===== config.mk =====
export PLATFORM = sky130hd
export DESIGN_NAME = smoc_sleep_ctrl
export DESIGN_NICKNAME = d
export VERILOG_FILES = /design/src/smoc_pkg.sv /design/src/smoc_sleep_ctrl.sv
export SDC_FILE = /design/constraint.sdc
export NUM_CORES = 1
export LEC_CHECK = 0
export ABC_AREA = 1
export ABC_CLOCK_PERIOD_IN_PS = 2300
export BUFFER_PORTS_ARGS = -buffer_cell sky130_fd_sc_hd__buf_2
export CAP_MARGIN = 0
export CORE_MARGIN = 1
export CORE_UTILIZATION = 55
export DETAILED_ROUTE_END_ITERATION = 8
export PLACE_DENSITY = 0.77
export REMOVE_ABC_BUFFERS = 1
export SLEW_MARGIN = 15
export SYNTH_ARGS = -nofsm -noshare
export SYNTH_HDL_FRONTEND = slang
export SYNTH_SLANG_ARGS = --single-unit

===== constraint.sdc =====
create_clock -name mclk_i -period 2.3 [get_ports mclk_i]
set_clock_uncertainty 0.1 [all_clocks]
set_input_delay 0.46 -clock mclk_i [delete_from_list [all_inputs] [get_ports mclk_i]]
set_output_delay 0.46 -clock mclk_i [all_outputs]
set_load 0.1 [all_outputs]

===== src/smoc_pkg.sv =====
package smoc_pkg;
	// ---------------------------------------------------------------
	// timing at the 20 MHz core clock
	// ---------------------------------------------------------------
	localparam int unsigned CLK_PERIOD_NS = 50;
	// least time the pin must stay low before sleep is taken
	localparam int unsigned SLEEP_ENTRY_NS = 400;
	localparam int unsigned SLEEP_ENTRY_CYC = (SLEEP_ENTRY_NS + CLK_PERIOD_NS - 1) / CLK_PERIOD_NS;
	// glitch filter: pin must be steady this long before it counts
	localparam int unsigned GLITCH_NS = 200;
	localparam int unsigned GLITCH_CYC = (GLITCH_NS + CLK_PERIOD_NS - 1) / CLK_PERIOD_NS;
	// restart interval after the pin returns high
	localparam int unsigned RESTART_NS = 1000;
	localparam int unsigned RESTART_CYC = (RESTART_NS + CLK_PERIOD_NS - 1) / CLK_PERIOD_NS;
	localparam int unsigned CNT_W = 8;
	localparam logic [CNT_W-1:0] CNT_ZERO = 8'h00;
	localparam logic FILT_RESET = 1'b1;

	// ---------------------------------------------------------------
	// power states
	// ---------------------------------------------------------------
	typedef enum logic [2:0] {
		ST_CONFIG = 3'b000,
		ST_INIT = 3'b001,
		ST_USER = 3'b010,
		ST_ENTER = 3'b011,
		ST_SLEEP = 3'b100,
		ST_RESTART = 3'b101
	} smoc_state_t;
endpackage


===== src/smoc_sleep_ctrl.sv =====
`timescale 1ns/1ns
// What this block does
// - standby pin alone selects normal or sleep
// - sleep only on higher-supply variants
// - sleep stops logic, clears state, tristates io
// - test and programming port off in sleep
// - timed sleep entry and restart interval
// - glitch filtered pin with hysteresis, pulled high
// - user mode starts with configured register values
// - config bit enables internal oscillator
// - oscillator runs 18 to 26 MHz
// - oscillator selectable to clock tree or routing
module smoc_sleep_ctrl (
	// clock and reset
	input wire logic mclk_i,
	input wire logic sys_rst_i,
	// standby pin
	input wire logic standby_request_n_i,
	// configuration straps and sequence
	input wire logic sleep_capable_i,
	input wire logic config_done_i,
	input wire logic osc_enable_cfg_i,
	input wire logic osc_route_global_i,
	input wire logic osc_raw_i,
	// status and control towards the fabric
	output logic user_mode_o,
	output logic logic_run_o,
	output logic state_clear_o,
	output logic io_enable_o,
	output logic tap_enable_o,
	output logic config_start_o,
	output logic init_apply_o,
	output logic asleep_o,
	output logic osc_global_o,
	output logic osc_route_o
);
	import smoc_pkg::*;

	// ---------------------------------------------------------------
	// pin synchroniser and glitch filter
	// ---------------------------------------------------------------
	logic sync1_q, sync2_q;
	logic filt_q, filt_d;
	logic [CNT_W-1:0] gcnt_q, gcnt_d;

	always_ff @(posedge mclk_i) begin
		if (sys_rst_i) begin
			sync1_q <= 1'b1;
			sync2_q <= 1'b1;
		end else begin
			sync1_q <= standby_request_n_i;
			sync2_q <= sync1_q;
		end
	end

	always_comb begin
		filt_d = filt_q;
		gcnt_d = CNT_ZERO;
		if (sync2_q != filt_q) begin
			if (gcnt_q == CNT_W'(GLITCH_CYC - 1)) begin
				filt_d = sync2_q;
			end else begin
				gcnt_d = gcnt_q + 8'h01;
			end
		end
	end

	always_ff @(posedge mclk_i) begin
		if (sys_rst_i) begin
			filt_q <= FILT_RESET;
			gcnt_q <= CNT_ZERO;
		end else begin
			filt_q <= filt_d;
			gcnt_q <= gcnt_d;
		end
	end

	// ---------------------------------------------------------------
	// power state machine
	// ---------------------------------------------------------------
	smoc_state_t state_q, state_d;
	logic [CNT_W-1:0] tcnt_q, tcnt_d;

	always_comb begin
		state_d = state_q;
		tcnt_d = CNT_ZERO;
		case (state_q)
			ST_CONFIG: begin
				if (config_done_i) begin
					state_d = ST_INIT;
				end
			end
			ST_INIT: begin
				state_d = ST_USER;
			end
			ST_USER: begin
				// relies on pin high during configuration
				if (!filt_q && sleep_capable_i) begin
					state_d = ST_ENTER;
				end
			end
			ST_ENTER: begin
				if (filt_q) begin
					state_d = ST_USER;
				end else if (tcnt_q == CNT_W'(SLEEP_ENTRY_CYC - 1)) begin
					state_d = ST_SLEEP;
				end else begin
					tcnt_d = tcnt_q + 8'h01;
				end
			end
			ST_SLEEP: begin
				if (filt_q) begin
					state_d = ST_RESTART;
				end
			end
			ST_RESTART: begin
				if (tcnt_q == CNT_W'(RESTART_CYC - 1)) begin
					state_d = ST_CONFIG;
				end else begin
					tcnt_d = tcnt_q + 8'h01;
				end
			end
			default: begin
				state_d = ST_CONFIG;
			end
		endcase
	end

	always_ff @(posedge mclk_i) begin
		if (sys_rst_i) begin
			state_q <= ST_CONFIG;
			tcnt_q <= CNT_ZERO;
		end else begin
			state_q <= state_d;
			tcnt_q <= tcnt_d;
		end
	end

	// ---------------------------------------------------------------
	// registered outputs
	// ---------------------------------------------------------------
	logic run_q, clr_q, io_q, tap_q, cfg_q, ini_q, slp_q, usr_q;
	logic run_d, clr_d, io_d, tap_d, cfg_d, ini_d, slp_d, usr_d;

	always_comb begin
		slp_d = (state_d == ST_SLEEP) || (state_d == ST_RESTART);
		usr_d = (state_d == ST_USER) || (state_d == ST_ENTER);
		run_d = usr_d;
		io_d = usr_d;
		clr_d = slp_d;
		tap_d = !slp_d;
		cfg_d = (state_d == ST_CONFIG);
		ini_d = (state_d == ST_INIT);
	end

	always_ff @(posedge mclk_i) begin
		if (sys_rst_i) begin
			slp_q <= 1'b0;
			usr_q <= 1'b0;
			run_q <= 1'b0;
			io_q <= 1'b0;
			clr_q <= 1'b0;
			tap_q <= 1'b1;
			cfg_q <= 1'b1;
			ini_q <= 1'b0;
		end else begin
			slp_q <= slp_d;
			usr_q <= usr_d;
			run_q <= run_d;
			io_q <= io_d;
			clr_q <= clr_d;
			tap_q <= tap_d;
			cfg_q <= cfg_d;
			ini_q <= ini_d;
		end
	end

	assign asleep_o = slp_q;
	assign user_mode_o = usr_q;
	assign logic_run_o = run_q;
	assign io_enable_o = io_q;
	assign state_clear_o = clr_q;
	assign tap_enable_o = tap_q;
	assign config_start_o = cfg_q;
	assign init_apply_o = ini_q;

	// ---------------------------------------------------------------
	// oscillator gating and routing
	// ---------------------------------------------------------------
	// enable bit gates oscillator
	// raw 18-26 MHz source passed through
	assign osc_global_o = osc_raw_i & osc_enable_cfg_i & osc_route_global_i;
	assign osc_route_o = osc_raw_i & osc_enable_cfg_i & ~osc_route_global_i;
endmodule


==> flow_summary.yaml <==
grt:
  grt_pass1_vias: 853
  overflow: 0
  track_usage_pct: 17.2
  grt_pass1_wl_um: 3220
  grtUsageMet2_pct: 31.0
  grt_use_met3_pct: 2.80
  grt_max_degree: 15
  met1_usage_pct: 20.6
  antenna_found_initial: 0
  grt_most_used_layer: "met2"
logic_synthesis:
  synth_cell_types: 25
  yosysSeqAreaShare_pct: 44.9
  syn_area_per_cell_um2: 7.77
  synth.cell_area_um2: 1200
  ys_ff_latch: 27
  yosysWarnings: 0
  synth_cells: 155
layout:
  num-nets-final: 183
  layout-drive-gt1-share_pct: 21.5
  final_common_cell: "nor2_1"
  syn2layout_area_growth_pct: 9.25
  fill_cells: 176
  final_cell_mix: "29 x nor2_1, 27 x dfxtp_1, 21 x inv_1, 21 x nand2_1, 17 x buf_2"
  diodes: 0
  final_util_pct: 65.7
route:
  routed_wl_um: 1860
  via_per_inst: 4.80
  remaining_drc_errors: 0
  vias: 956
  dr.pass1.iters: 4
  drtAntennaViolNets: 0
  dr.first_iter.drc_count: 25
  wl_per_cell_um: 9.33
timing:
  finalHoldViolCount: 0
  slew_violations: 0
  fin_crit_ns: 1.67
  rsz0062_at_grt: "false"
  setup-violations-final: 0
  tns_ns: 0
  worst_pin_slew_ns: 0.485
  clock.fmax_mhz: 600
  relSlewSlack_pct: 67.9
  timing.final.crit_share_pct: 72.4
placed_design:
  dpl.hpwl_um: 1430
  place_congestion: 0.873
  portBuffers: 17
critical_path:
  crit_chain: "buf_2 > nand2_1 > nor2_1 > buf_2"
  worstPathMaxFanout: 2
  cp.arrival_ns: 1.11
  end_kind: "primary output"
  path_common_cell: "buf_2"
  critPathRequiredTime_ns: 1.74
  cp-start-kind: "primary input"
  reg2reg_depth: 8
  cp_slowest_cell: "buf_2"
  critical_path_class: "primary input to primary output"
  timing.rr.end: "state_q[2]"
  rrSetupSlack_ns: 0.87
  critPathMaxStageDelay_ns: 0.43
  reg2reg_from: "tcnt_q[0]"
pwr:
  powerDensity_nw_per_um2: 594
  ir_worst_vdd_mv: 0.318
  leakagePower_nw: 0.569
cts:
  root_buffer: "clkbuf_4"
  cts_sinks: 27
  cts_setup_buffers: 0
  cts_buffer_depth: 2
  clk_latency_ns: 0.31
  cts_hold_buf: 0
  path_clk_slew_ns: 0.14
  cts_buffers: 3
  htree_num_levels: 1
  cts_resized: 0
  cts_tree: "built"
floorplanning:
  io-pin-count: 18
  start_util_pct: 60.1
  core_um2: 2000
  die_h_um: 48.8
  core.rowCount: 16
  die-area_um2: 2380
  dieWidth_um: 48.8
hold_path:
  min_path_cells: 2
  whs_endpoint: "sync1_q"
  hold_path_class: "primary input to flop"
  min_from: "standby_request_n_i"
status:
  outcome: "finished clean"
job:
  maxCapViolations: 0
-- sequential cells by signal, summed over array words and instances, names as in the netlist --
signal / flops
asleep_o: 1
config_start_o: 1
filt_q: 1
gcnt_q: 8
init_apply_o: 1
state_q: 3
sync1_q: 1
sync2_q: 1
tap_enable_o: 1
tcnt_q: 8
user_mode_o: 1
-- how the worst max path moves through the flow --
stage | startpoint | end | cells past startpoint
after floorplan | user_mode_o | io_enable_o | 0
after global placement | osc_raw_i | osc_global_o | 4
after detailed placement | osc_raw_i | osc_global_o | 4
after CTS | user_mode_o | logic_run_o | 1
after global routing | user_mode_o | io_enable_o | 1
final | osc_raw_i | osc_global_o | 4
-- power by group --
part           internal [mW]  total (mW)  switching (mW)
Combinational         0.0191       0.101          0.0817
Sequential             0.477       0.481         0.00482
Clock                 0.0678       0.198           0.131
-- layout make-up --
class                      count  area [um^2]  area share [%]
clock buffer                   4         26.3            2.00
timing repair buffer          17         85.1            6.47
tap                           27         33.8            2.57
sequential                    27          541            41.1
multi-input combinational    102          547            41.6
inverter                      22         82.6            6.28
-- per-stage QoR --
step	power [mW]	cell area, um^2	instances	hold WS [ns]	worst slack (ns)
final	0.781	1320	199	0.236	0.634
after global routing	0.812	1320	199	0.215	0.597
after CTS	0.789	1320	199	0.225	0.622
after detailed placement	0.593	1290	195	0.296	0.642
after global placement	0.591	1290	195	0.292	0.660
after floorplan	0.572	1170	151	0.289	-0.457
-- cell usage after synthesis, drive strengths merged --
cell type | number | share of area (%)
inv | 22 | 6.9
a21oi | 5 | 2.1
xnor2 | 1 | 0.73
xor2 | 4 | 2.9
buf | 4 | 2.8
nand2 | 24 | 8.1
nor2 | 33 | 12
ha | 2 | 2.1
nand3 | 10 | 4.6
a31oi | 1 | 0.52
or2 | 2 | 1.0
nor3 | 5 | 3.3
nand4 | 7 | 3.6
nor3b | 2 | 2.1
o21ai | 6 | 2.8
dfxtp | 27 | 45
-- logic make-up after synthesis --
logic type	count (synthesis)	synth area share (%)
and+or+nand+nor	83	34.3
DFF	27	44.9
buffers and inverters	26	9.67
xor gates and xnor gates	5	3.64
AOI/OAI and AO/OA	12	5.41
adders and majority gates	2	2.08
-- per-layer routing --
metal	up-vias	share of wire [%]	routed length [um]
met5	-	0	0
li1	522	-	-
met1	417	51	952
met3	0	3.6	66
met2	17	45	837
met4	0	0	0
-- critical path: cells and delay by family --
| kind | cells | cell delay [ns] |
|---|---|---|
| AND/OR/NAND/NOR | 2 | 0.14 |
| buffers and inverters | 2 | 0.51 |
No activity file was read; power rests on OpenSTA's default activity.
